[src/logic/pwmf_map.vh]
// Behaviour
// - each generator holds fault select masks: four external inputs, eight comparator lines.
// - generator fault is OR of selected sources, external inputs polarity-adjusted first.
// - after reset only first external input faults; masks apply in extended mode only.
// - writing one to an interrupt status bit clears that pending interrupt.
// - six events recorded: zero, load, compare A up/down, compare B up/down.
// - raw and masked interrupt status both readable; masked is raw gated by enables.
// - enable register holds one interrupt enable per event; cleared bit masks it.
// - same register holds six trigger enables gating trigger outputs independently.
// - period is programmed tick count between successive zero event pulses.
// - period writes wait for the update point; later write replaces pending value.
// - period read returns last programmed value, even while update is pending.
// - each external fault input has selectable assertion polarity before combination.
// - in minimum hold mode an asserted fault stays asserted programmed cycle count.
// - latched mode holds fault status until software clears; otherwise live state.
`ifndef PWMF_MAP_VH
`define PWMF_MAP_VH
`define PWMF_GEN_SHIFT      6
`define PWMF_OFS_MODE       4'h0
`define PWMF_OFS_SRC_EXT    4'h1
`define PWMF_OFS_SRC_CMP    4'h2
`define PWMF_OFS_SENSE      4'h3
`define PWMF_OFS_MINHOLD    4'h4
`define PWMF_OFS_FSTAT_EXT  4'h5
`define PWMF_OFS_FSTAT_CMP  4'h6
`define PWMF_OFS_INTEN      4'h7
`define PWMF_OFS_RIS        4'h8
`define PWMF_OFS_MIS        4'h9
`define PWMF_OFS_PERIOD     4'ha
`define PWMF_OFS_ACTIVE     4'hb
`define PWMF_MODE_SRC_BIT   0
`define PWMF_MODE_HOLD_BIT  1
`define PWMF_MODE_LATCH_BIT 2
`define PWMF_INTEN_IRQ_LSB  0
`define PWMF_INTEN_TRIG_LSB 8
`define PWMF_ACTIVE_PEND_BIT 16
`define PWMF_RST_MODE       3'h0
`define PWMF_RST_SRC_EXT    4'h1
`define PWMF_RST_SRC_CMP    8'h00
`define PWMF_RST_SENSE      4'h0
`define PWMF_RST_MINHOLD    16'h0000
`define PWMF_RST_INTEN      14'h0000
`define PWMF_RST_PERIOD     16'h0000
`define PWMF_RESP_OKAY      2'b00
`define PWMF_RESP_SLVERR    2'b10
`endif

[src/logic/pwmf_fault.v]
`include "pwmf_map.vh"
module pwmf_fault (
	input  wire        aclk,
	input  wire        aresetn,
	input  wire [3:0]  ext_fault_input_k,
	input  wire [7:0]  cmp_trig,
	input  wire [2:0]  mode,
	input  wire [3:0]  src_ext,
	input  wire [7:0]  src_cmp,
	input  wire [3:0]  sense_low,
	input  wire [15:0] min_hold,
	input  wire [3:0]  clr_ext,
	input  wire [7:0]  clr_cmp,
	output reg  [3:0]  stat_ext_reg,
	output reg  [7:0]  stat_cmp_reg,
	output reg         fault_reg
);
	wire [3:0]  adj_ext;
	wire        raw_fault;
	reg  [15:0] hold_reg;

	assign adj_ext   = ext_fault_input_k ^ sense_low;
	// extended mode ORs selected lines, otherwise first external input only
	assign raw_fault = mode[`PWMF_MODE_SRC_BIT] ?
		((|(adj_ext & src_ext)) | (|(cmp_trig & src_cmp))) : adj_ext[0];

	always @(posedge aclk) begin
		if (!aresetn) begin
			hold_reg     <= 16'h0000;
			fault_reg    <= 1'b0;
			stat_ext_reg <= 4'h0;
			stat_cmp_reg <= 8'h00;
		end else begin
			if (raw_fault)
				hold_reg <= min_hold;
			else if (hold_reg != 16'h0000)
				hold_reg <= hold_reg - 16'h0001;
			fault_reg <= raw_fault | (mode[`PWMF_MODE_HOLD_BIT] && hold_reg > 16'h0001);
			if (mode[`PWMF_MODE_LATCH_BIT]) begin
				// new assertion wins over a clear in the same cycle
				stat_ext_reg <= (stat_ext_reg & ~clr_ext) | adj_ext;
				stat_cmp_reg <= (stat_cmp_reg & ~clr_cmp) | cmp_trig;
			end else begin
				stat_ext_reg <= adj_ext;
				stat_cmp_reg <= cmp_trig;
			end
		end
	end
endmodule

[src/logic/pwmf_slice.v]
// Local design decisions: the AXI4-Lite interface to the registers and the placing of the registers.
`include "pwmf_map.vh"
module pwmf_slice (
	input  wire        aclk,
	input  wire        aresetn,
	input  wire [7:0]  s_axi_awaddr,
	input  wire [2:0]  s_axi_awprot,
	input  wire        s_axi_awvalid,
	output reg         s_axi_awready,
	input  wire [31:0] s_axi_wdata,
	input  wire [3:0]  s_axi_wstrb,
	input  wire        s_axi_wvalid,
	output reg         s_axi_wready,
	output reg  [1:0]  s_axi_bresp,
	output reg         s_axi_bvalid,
	input  wire        s_axi_bready,
	input  wire [7:0]  s_axi_araddr,
	input  wire [2:0]  s_axi_arprot,
	input  wire        s_axi_arvalid,
	output reg         s_axi_arready,
	output reg  [31:0] s_axi_rdata,
	output reg  [1:0]  s_axi_rresp,
	output reg         s_axi_rvalid,
	input  wire        s_axi_rready,
	input  wire [3:0]  ext_fault_input_k,
	input  wire [7:0]  cmp_trig_line,
	input  wire [3:0]  cmp_a_up,
	input  wire [3:0]  cmp_a_down,
	input  wire [3:0]  cmp_b_up,
	input  wire [3:0]  cmp_b_down,
	output wire [3:0]  gen_fault,
	output reg  [3:0]  gen_zero,
	output reg  [23:0] gen_trig,
	output reg         irq
);
	reg  [3:0]  pin_s1_reg;
	reg  [3:0]  pin_s2_reg;
	reg  [3:0]  pin_s3_reg;
	reg  [3:0]  pin_filt_reg;
	reg  [2:0]  mode_reg      [0:3];
	reg  [3:0]  src_ext_reg   [0:3];
	reg  [7:0]  src_cmp_reg   [0:3];
	reg  [3:0]  sense_reg     [0:3];
	reg  [15:0] minhold_reg   [0:3];
	reg  [13:0] inten_reg     [0:3];
	reg  [5:0]  ris_reg       [0:3];
	reg  [15:0] per_prog_reg  [0:3];
	reg  [15:0] per_act_reg   [0:3];
	reg         per_pend_reg  [0:3];
	reg  [15:0] cnt_reg       [0:3];
	reg  [3:0]  clr_ext_reg   [0:3];
	reg  [7:0]  clr_cmp_reg   [0:3];
	wire [3:0]  stat_ext      [0:3];
	wire [7:0]  stat_cmp      [0:3];
	reg  [5:0]  evt           [0:3];
	reg         aw_full_reg;
	reg         w_full_reg;
	reg  [7:0]  awaddr_reg;
	reg  [31:0] wdata_reg;
	reg  [3:0]  wstrb_reg;
	reg  [31:0] rd_val;
	reg         rd_err;
	reg         any_mis;
	wire        wr_go;
	wire [31:0] wmask;
	wire [1:0]  wr_gen;
	wire [3:0]  wr_idx;
	wire [1:0]  rd_gen;
	wire [3:0]  rd_idx;
	integer     g;
	genvar      gv;

	// byte-lane merge of a write into an existing register value
	function [31:0] merge;
		input [31:0] old;
		input [31:0] data;
		input [31:0] mask;
		begin
			merge = (old & ~mask) | (data & mask);
		end
	endfunction

	// index of register slot within a generator window
	function [3:0] reg_idx;
		input [7:0] addr;
		begin
			reg_idx = addr[5:2];
		end
	endfunction

	function [1:0] gen_idx;
		input [7:0] addr;
		begin
			gen_idx = addr[7:`PWMF_GEN_SHIFT];
		end
	endfunction

	function mapped;
		input [3:0] idx;
		begin
			mapped = (idx <= `PWMF_OFS_ACTIVE);
		end
	endfunction

	assign wr_go  = aw_full_reg & w_full_reg & ~s_axi_bvalid;
	assign wmask  = {{8{wstrb_reg[3]}}, {8{wstrb_reg[2]}}, {8{wstrb_reg[1]}}, {8{wstrb_reg[0]}}};
	assign wr_gen = gen_idx(awaddr_reg);
	assign wr_idx = reg_idx(awaddr_reg);
	assign rd_gen = gen_idx(s_axi_araddr);
	assign rd_idx = reg_idx(s_axi_araddr);

	// fault pins: three stages, change accepted when last two agree
	always @(posedge aclk) begin
		if (!aresetn) begin
			pin_s1_reg   <= 4'h0;
			pin_s2_reg   <= 4'h0;
			pin_s3_reg   <= 4'h0;
			pin_filt_reg <= 4'h0;
		end else begin
			pin_s1_reg <= ext_fault_input_k;
			pin_s2_reg <= pin_s1_reg;
			pin_s3_reg <= pin_s2_reg;
			pin_filt_reg <= (pin_s2_reg & pin_s3_reg) | (pin_filt_reg & (pin_s2_reg ^ pin_s3_reg));
		end
	end

	generate
		for (gv = 0; gv < 4; gv = gv + 1) begin : gen_slot
			pwmf_fault u_fault (
				.aclk              (aclk),
				.aresetn           (aresetn),
				.ext_fault_input_k (pin_filt_reg),
				.cmp_trig          (cmp_trig_line),
				.mode              (mode_reg[gv]),
				.src_ext           (src_ext_reg[gv]),
				.src_cmp           (src_cmp_reg[gv]),
				.sense_low         (sense_reg[gv]),
				.min_hold          (minhold_reg[gv]),
				.clr_ext           (clr_ext_reg[gv]),
				.clr_cmp           (clr_cmp_reg[gv]),
				.stat_ext_reg      (stat_ext[gv]),
				.stat_cmp_reg      (stat_cmp[gv]),
				.fault_reg         (gen_fault[gv])
			);
		end
	endgenerate

	// counter events per generator
	always @* begin
		for (g = 0; g < 4; g = g + 1) begin
			evt[g][0] = (per_act_reg[g] != 16'h0000) && (cnt_reg[g] == 16'h0000);
			evt[g][1] = (per_act_reg[g] != 16'h0000) && (cnt_reg[g] == per_act_reg[g] - 16'h0001);
			evt[g][2] = cmp_a_up[g];
			evt[g][3] = cmp_a_down[g];
			evt[g][4] = cmp_b_up[g];
			evt[g][5] = cmp_b_down[g];
		end
	end

	// read mux
	always @* begin
		rd_val = 32'h0000_0000;
		rd_err = 1'b0;
		case (rd_idx)
			`PWMF_OFS_MODE:      rd_val[2:0]  = mode_reg[rd_gen];
			`PWMF_OFS_SRC_EXT:   rd_val[3:0]  = src_ext_reg[rd_gen];
			`PWMF_OFS_SRC_CMP:   rd_val[7:0]  = src_cmp_reg[rd_gen];
			`PWMF_OFS_SENSE:     rd_val[3:0]  = sense_reg[rd_gen];
			`PWMF_OFS_MINHOLD:   rd_val[15:0] = minhold_reg[rd_gen];
			`PWMF_OFS_FSTAT_EXT: rd_val[3:0]  = stat_ext[rd_gen];
			`PWMF_OFS_FSTAT_CMP: rd_val[7:0]  = stat_cmp[rd_gen];
			`PWMF_OFS_INTEN:     rd_val[13:0] = inten_reg[rd_gen];
			`PWMF_OFS_RIS:       rd_val[5:0]  = ris_reg[rd_gen];
			`PWMF_OFS_MIS:       rd_val[5:0]  = ris_reg[rd_gen] & inten_reg[rd_gen][5:0];
			`PWMF_OFS_PERIOD:    rd_val[15:0] = per_prog_reg[rd_gen];
			`PWMF_OFS_ACTIVE:    rd_val[16:0] = {per_pend_reg[rd_gen], per_act_reg[rd_gen]};
			default:             rd_err = 1'b1;
		endcase
	end

	always @* begin
		any_mis = 1'b0;
		for (g = 0; g < 4; g = g + 1)
			any_mis = any_mis | (|(ris_reg[g] & inten_reg[g][5:0]));
	end

	// write and read channels
	always @(posedge aclk) begin
		if (!aresetn) begin
			s_axi_awready <= 1'b1;
			s_axi_wready  <= 1'b1;
			s_axi_bvalid  <= 1'b0;
			s_axi_bresp   <= `PWMF_RESP_OKAY;
			s_axi_arready <= 1'b1;
			s_axi_rvalid  <= 1'b0;
			s_axi_rdata   <= 32'h0000_0000;
			s_axi_rresp   <= `PWMF_RESP_OKAY;
			aw_full_reg   <= 1'b0;
			w_full_reg    <= 1'b0;
			awaddr_reg    <= 8'h00;
			wdata_reg     <= 32'h0000_0000;
			wstrb_reg     <= 4'h0;
		end else begin
			if (s_axi_awvalid && s_axi_awready) begin
				aw_full_reg   <= 1'b1;
				awaddr_reg    <= s_axi_awaddr;
				s_axi_awready <= 1'b0;
			end
			if (s_axi_wvalid && s_axi_wready) begin
				w_full_reg   <= 1'b1;
				wdata_reg    <= s_axi_wdata;
				wstrb_reg    <= s_axi_wstrb;
				s_axi_wready <= 1'b0;
			end
			if (wr_go) begin
				aw_full_reg  <= 1'b0;
				w_full_reg   <= 1'b0;
				s_axi_bvalid <= 1'b1;
				s_axi_bresp  <= mapped(wr_idx) ? `PWMF_RESP_OKAY : `PWMF_RESP_SLVERR;
			end
			if (s_axi_bvalid && s_axi_bready) begin
				s_axi_bvalid  <= 1'b0;
				s_axi_awready <= 1'b1;
				s_axi_wready  <= 1'b1;
			end
			if (s_axi_arvalid && s_axi_arready) begin
				s_axi_arready <= 1'b0;
				s_axi_rvalid  <= 1'b1;
				s_axi_rdata   <= rd_val;
				s_axi_rresp   <= rd_err ? `PWMF_RESP_SLVERR : `PWMF_RESP_OKAY;
			end
			if (s_axi_rvalid && s_axi_rready) begin
				s_axi_rvalid  <= 1'b0;
				s_axi_arready <= 1'b1;
			end
		end
	end

	// per-generator registers, period pipeline, events
	always @(posedge aclk) begin
		if (!aresetn) begin
			for (g = 0; g < 4; g = g + 1) begin
				mode_reg[g]     <= `PWMF_RST_MODE;
				src_ext_reg[g]  <= `PWMF_RST_SRC_EXT;
				src_cmp_reg[g]  <= `PWMF_RST_SRC_CMP;
				sense_reg[g]    <= `PWMF_RST_SENSE;
				minhold_reg[g]  <= `PWMF_RST_MINHOLD;
				inten_reg[g]    <= `PWMF_RST_INTEN;
				ris_reg[g]      <= 6'h00;
				per_prog_reg[g] <= `PWMF_RST_PERIOD;
				per_act_reg[g]  <= `PWMF_RST_PERIOD;
				per_pend_reg[g] <= 1'b0;
				cnt_reg[g]      <= 16'h0000;
				clr_ext_reg[g]  <= 4'h0;
				clr_cmp_reg[g]  <= 8'h00;
			end
			gen_zero <= 4'h0;
			gen_trig <= 24'h00_0000;
			irq      <= 1'b0;
		end else begin
			irq <= any_mis;
			for (g = 0; g < 4; g = g + 1) begin
				clr_ext_reg[g] <= 4'h0;
				clr_cmp_reg[g] <= 8'h00;
				gen_zero[g] <= evt[g][0];
				gen_trig[g*6 +: 6] <= evt[g] & inten_reg[g][`PWMF_INTEN_TRIG_LSB +: 6];
				// counter runs period ticks from zero to zero
				if (per_act_reg[g] == 16'h0000 || cnt_reg[g] == 16'h0000)
					cnt_reg[g] <= (per_pend_reg[g] ? per_prog_reg[g] : per_act_reg[g]) - 16'h0001;
				else
					cnt_reg[g] <= cnt_reg[g] - 16'h0001;
				if (per_act_reg[g] == 16'h0000)
					cnt_reg[g] <= per_pend_reg[g] ? per_prog_reg[g] - 16'h0001 : 16'h0000;
				// update point: zero event, or idle generator
				if (per_pend_reg[g] && (evt[g][0] || per_act_reg[g] == 16'h0000)) begin
					per_act_reg[g]  <= per_prog_reg[g];
					per_pend_reg[g] <= 1'b0;
				end
				// sticky status, event beats a same-cycle clear
				ris_reg[g] <= ris_reg[g] | evt[g];
				if (wr_go && wr_gen == g) begin
					case (wr_idx)
						`PWMF_OFS_MODE:      mode_reg[g]    <= wdata_reg[2:0] & wmask[2:0]
							| mode_reg[g] & ~wmask[2:0];
						`PWMF_OFS_SRC_EXT:   src_ext_reg[g] <= wdata_reg[3:0] & wmask[3:0]
							| src_ext_reg[g] & ~wmask[3:0];
						`PWMF_OFS_SRC_CMP:   src_cmp_reg[g] <= wdata_reg[7:0] & wmask[7:0]
							| src_cmp_reg[g] & ~wmask[7:0];
						`PWMF_OFS_SENSE:     sense_reg[g]   <= wdata_reg[3:0] & wmask[3:0]
							| sense_reg[g] & ~wmask[3:0];
						`PWMF_OFS_MINHOLD:   minhold_reg[g] <= wdata_reg[15:0] & wmask[15:0]
							| minhold_reg[g] & ~wmask[15:0];
						`PWMF_OFS_FSTAT_EXT: clr_ext_reg[g] <= wdata_reg[3:0] & wmask[3:0];
						`PWMF_OFS_FSTAT_CMP: clr_cmp_reg[g] <= wdata_reg[7:0] & wmask[7:0];
						`PWMF_OFS_INTEN:     inten_reg[g]   <= wdata_reg[13:0] & wmask[13:0]
							| inten_reg[g] & ~wmask[13:0];
						`PWMF_OFS_RIS, `PWMF_OFS_MIS:
							ris_reg[g] <= (ris_reg[g] & ~(wdata_reg[5:0] & wmask[5:0])) | evt[g];
						`PWMF_OFS_PERIOD: begin
							per_prog_reg[g] <= wdata_reg[15:0] & wmask[15:0]
								| per_prog_reg[g] & ~wmask[15:0];
							per_pend_reg[g] <= 1'b1;
						end
						default: ;
					endcase
				end
			end
		end
	end
endmodule

[config.mk]
export PLATFORM = sky130hd
export DESIGN_NAME = pwmf_slice
export DESIGN_NICKNAME = d
export VERILOG_FILES = /design/src/logic/pwmf_fault.v /design/src/logic/pwmf_slice.v
export VERILOG_INCLUDE_DIRS = /design/src /design/src/logic
export SDC_FILE = /design/constraint.sdc
export NUM_CORES = 2
export LEC_CHECK = 0
export BUFFER_PORTS_ARGS = -buffer_cell sky130_fd_sc_hd__buf_4
export CAP_MARGIN = 20
export CORE_MARGIN = 2
export CORE_UTILIZATION = 45
export DETAILED_ROUTE_END_ITERATION = 8
export SLEW_MARGIN = 20
export SYNTH_ARGS = -nofsm -noshare
export SYNTH_HDL_FRONTEND = slang
export SYNTH_SLANG_ARGS = --single-unit
[constraint.sdc]
create_clock -name aclk -period 4 [get_ports aclk]
set_input_delay 0.4 -clock aclk [delete_from_list [all_inputs] [get_ports aclk]]
set_output_delay 0.4 -clock aclk [all_outputs]
set_load 0.02 [all_outputs]
==> flow_summary_export.csv <==
group,metric,value,unit
grt,grt_pass1_wl,194000,um
synth,synth.top_cell.area_share,0.345,
critical_path,rr_worst_depth,13,
synth,ys_top_cells_by_count,"edfxtp_1, a21oi_1, nor2_1",
critical_path,reg2reg_from,"cnt_reg[2][3]",
critical_path,end_kind,"flop",
place,hpwl,93700,um
cts,worstSkewPairLatency,0.64,ns
grt,gr-total-overflow,0,
critical_path,crit_buf_inv,0,
cts,cts_sinks,675,
sta,tightest_slew,1.10,ns
floorplan,row_count,107,
floorplan,fp.dieW,297,um
grt,grtUsageTotal,0.288,
route,viasPerCell,6.05,
synth,yosysSeqAreaShare,0.465,
synth,avgSynthCellArea,9.85,um^2
route,routedWlPerCell,24.5,um
route,vias,32000,
floorplan,core,85000,um^2
cells_and_area,instances_no_fill,5292,
synth,yosys_register_bits,675,
synth,ys_types,93,
flow_run,cap_violations,0,
sta,hold_violations,0,
sta,drv_slew,0,
critical_path,cp_cell_sequence,"or4_4 > nor4_1 > nand2_1 > nand2_1 > o211ai_1 > o21ai_0 > ha_1 > nand2_1 > nor3_1 > a21boi_0 > nor2_1 > xnor2_1 > o22ai_1",
cts,cts.path.max_buffers,3,
synth,synthTopCellsByArea,"edfxtp_1, dfxtp_1, mux4_2",
critical_path,crit_type,"flop to flop",
floorplan,die-area,88100,um^2
synth,yosys_warnings,0,
place,gp_congestion,0.972,
critical_path,crit_family,"simple AND/OR/NAND/NOR gates",
floorplan,ioPinCount,167,
route,drc_errors,0,
worst_hold_path,whs_endpoint,"gen_trig[17]",
worst_hold_path,min_from,"cmp_b_down[2]",
grt,grt_pass1_vias,29600,
critical_path,r2r-end,"cnt_reg[2][10]",
power_and_ir_drop,power_leakage,15.9,nW
floorplan,start_util,0.454,
run_status,outcome,"complete, no violations",
sta,fin_crit_sh,0.932,
grt,antenna_found_initial,3,
floorplan,die_y,297,um
cts,path_clk_slew,0.06,ns
cts,cts-buffers-inserted,77,
critical_path,crit_arrival,4.09,ns
synth,yosysTopAreaCell,"edfxtp_1",
route,ant_nets,0,
sta,tns,0,ns
sta,clock_skew,0.0254,ns
critical_path,cpPeakStageDelay,0.59,ns
sta,fmax,268,MHz
route,drt_iter0_markers,4086,
synth,yosysMostFrequentCell,"edfxtp_1",
power_and_ir_drop,power.density,401,nW/um^2
critical_path,crit_fanout,6,
grt,grt_max_degree,108,
critical_path,worst_path_max_delay_cell,"or4_4",
worst_hold_path,hold_path_depth,2,
sta,final-setup-viol-count,0,
critical_path,r2r_slack,0.27,ns
synth,syn_inst,3918,
power_and_ir_drop,vdd_drop_max,0.297,mV
cts,htreeDepth,3,
sta,rsz0062_at_grt,"no",
cells_and_area,drive_above_1_share,0.130,
cells_and_area,layout.nets,4206,
synth,async_reset_ff_frac,0,
synth,synth_edf_count,443,
route,wl,130000,um
sta,period_minus_slack,3.73,ns
critical_path,crit_required,4.37,ns
cts,tritoncts,"yes",
critical_path,start_kind,"flop",
critical_path,crit_top_cell,"nand2_1",
cells_and_area,area_growth,13.6,%
place,io_buffers,121,
cts,root_buffer,"clkbuf_16",
synth,synth_flop_cell,"edfxtp_1",
sta,maxSlewHeadroom,0.269,
synth,netlist_area,38600,um^2
route,first_pass_iters,6,
place,placed_cells,5132,
worst_hold_path,hp-class,"input port to flop",
[layout by cell type, fill, tap and decap left out, types with 51 or more instances in the layout]
| cell type | synthesis | routed |
|---|---|---|
| and2_1 | 86 | 86 |
| buf_4 | 28 | 253 |
| clkbuf_16 | 0 | 80 |
| o21ai_0 | 150 | 133 |
| nand3_1 | 68 | 68 |
| conb_1 | 2 | 135 |
| o22ai_1 | 51 | 51 |
| xor2_1 | 124 | 124 |
| a21oi_1 | 390 | 387 |
| nand2b_1 | 279 | 278 |
| a31oi_1 | 68 | 68 |
| dfxtp_1 | 232 | 230 |
| mux2i_1 | 104 | 104 |
| inv_1 | 111 | 110 |
| xnor2_1 | 139 | 139 |
| nor2_1 | 368 | 367 |
| edfxtp_1 | 443 | 443 |
| nor3_1 | 116 | 116 |
| mux4_2 | 101 | 101 |
| nand2_1 | 231 | 226 |
[worst register-to-register path: stages, from the launching register on]
cell,delay [ns]
edfxtp_1,0.39
or4_4,0.59
nor4_1,0.49
nand2_1,0.16
nand2_1,0.20
o211ai_1,0.12
o21ai_0,0.14
ha_1,0.30
nand2_1,0.16
nor3_1,0.25
a21boi_0,0.32
nor2_1,0.09
xnor2_1,0.16
o22ai_1,0.09
[worst max-delay path by stage]
stage	end	slack, ns	cells past startpoint	startpoint
3_3_place_gp	cnt_reg[1][10]	0.20	14	cnt_reg[1][0]
4_1_cts	cnt_reg[1][10]	0.20	14	cnt_reg[1][0]
5_1_grt	cnt_reg[0][12]	0.03	11	cnt_reg[0][2]
6_report	cnt_reg[2][10]	0.27	13	cnt_reg[2][3]
2_1_floorplan	cnt_reg[1][10]	0.22	17	per_act_reg[1][0]
3_5_place_dp	cnt_reg[1][10]	0.23	14	cnt_reg[1][0]
[cells by family after synthesis]
logic type / after synthesis / synth area share
and+or+nand+nor: 1425 / 0.193
muxes: 219 / 0.0900
other: 2 / 0.000195
adders and majority gates: 29 / 0.00940
buffers and inverters: 429 / 0.0470
AOI/OAI and AO/OA: 876 / 0.136
DFF: 675 / 0.465
xor gates and xnor gates: 263 / 0.0597
[cell type report]
type / count / area, um^2
Clock buffer: 101 / 2120
Antenna cell: 3 / 7.51
Timing Repair Buffer: 272 / 2120
Clock inverter: 39 / 425
Multi-Input combinational cell: 2947 / 19400
Tap cell: 1144 / 1430
Sequential cell: 675 / 18000
Inverter: 111 / 422
Fill cell: 7784 / 41200
[per-stage QoR]
step                power [W]  utilization  hold slack (ns)  area (um^2)  setup WS (ns)
CTS                    0.0176        0.515         0.000915        43800          0.204
floorplan             0.00968            -            0.412        39100          0.224
detailed placement     0.0104        0.483            0.419        41100          0.232
global placement       0.0104        0.483            0.419        41100          0.195
finish                 0.0176        0.516           0.0293        43800          0.274
global route           0.0182        0.516           0.0365        43800         0.0336
[power by group]
group          leakage [nW]  internal [W]  switching (W)
combinational          8.24      0.000906        0.00125
sequential             6.46       0.00776       0.000431
clock                  1.24       0.00426        0.00298
[routing by layer]
layer / global-route usage / part of all wire / vias up
met5: 0 / 0 / -
met4: 0.0910 / 0.031 / 0
met3: 0.0519 / 0.10 / 226
met2: 0.428 / 0.43 / 1699
met1: 0.424 / 0.43 / 15700
li1: - / - / 14400
[timing repair]
item | in CTS | in global routing
hold buffers | 16 | 0
resized for setup | 0 | 2
endpoints found under the hold margin | 15 | 0
buffers inserted | 0 | 0
endpoints found under the setup margin | 0 | 2
(Power assumes the default switching activity.)
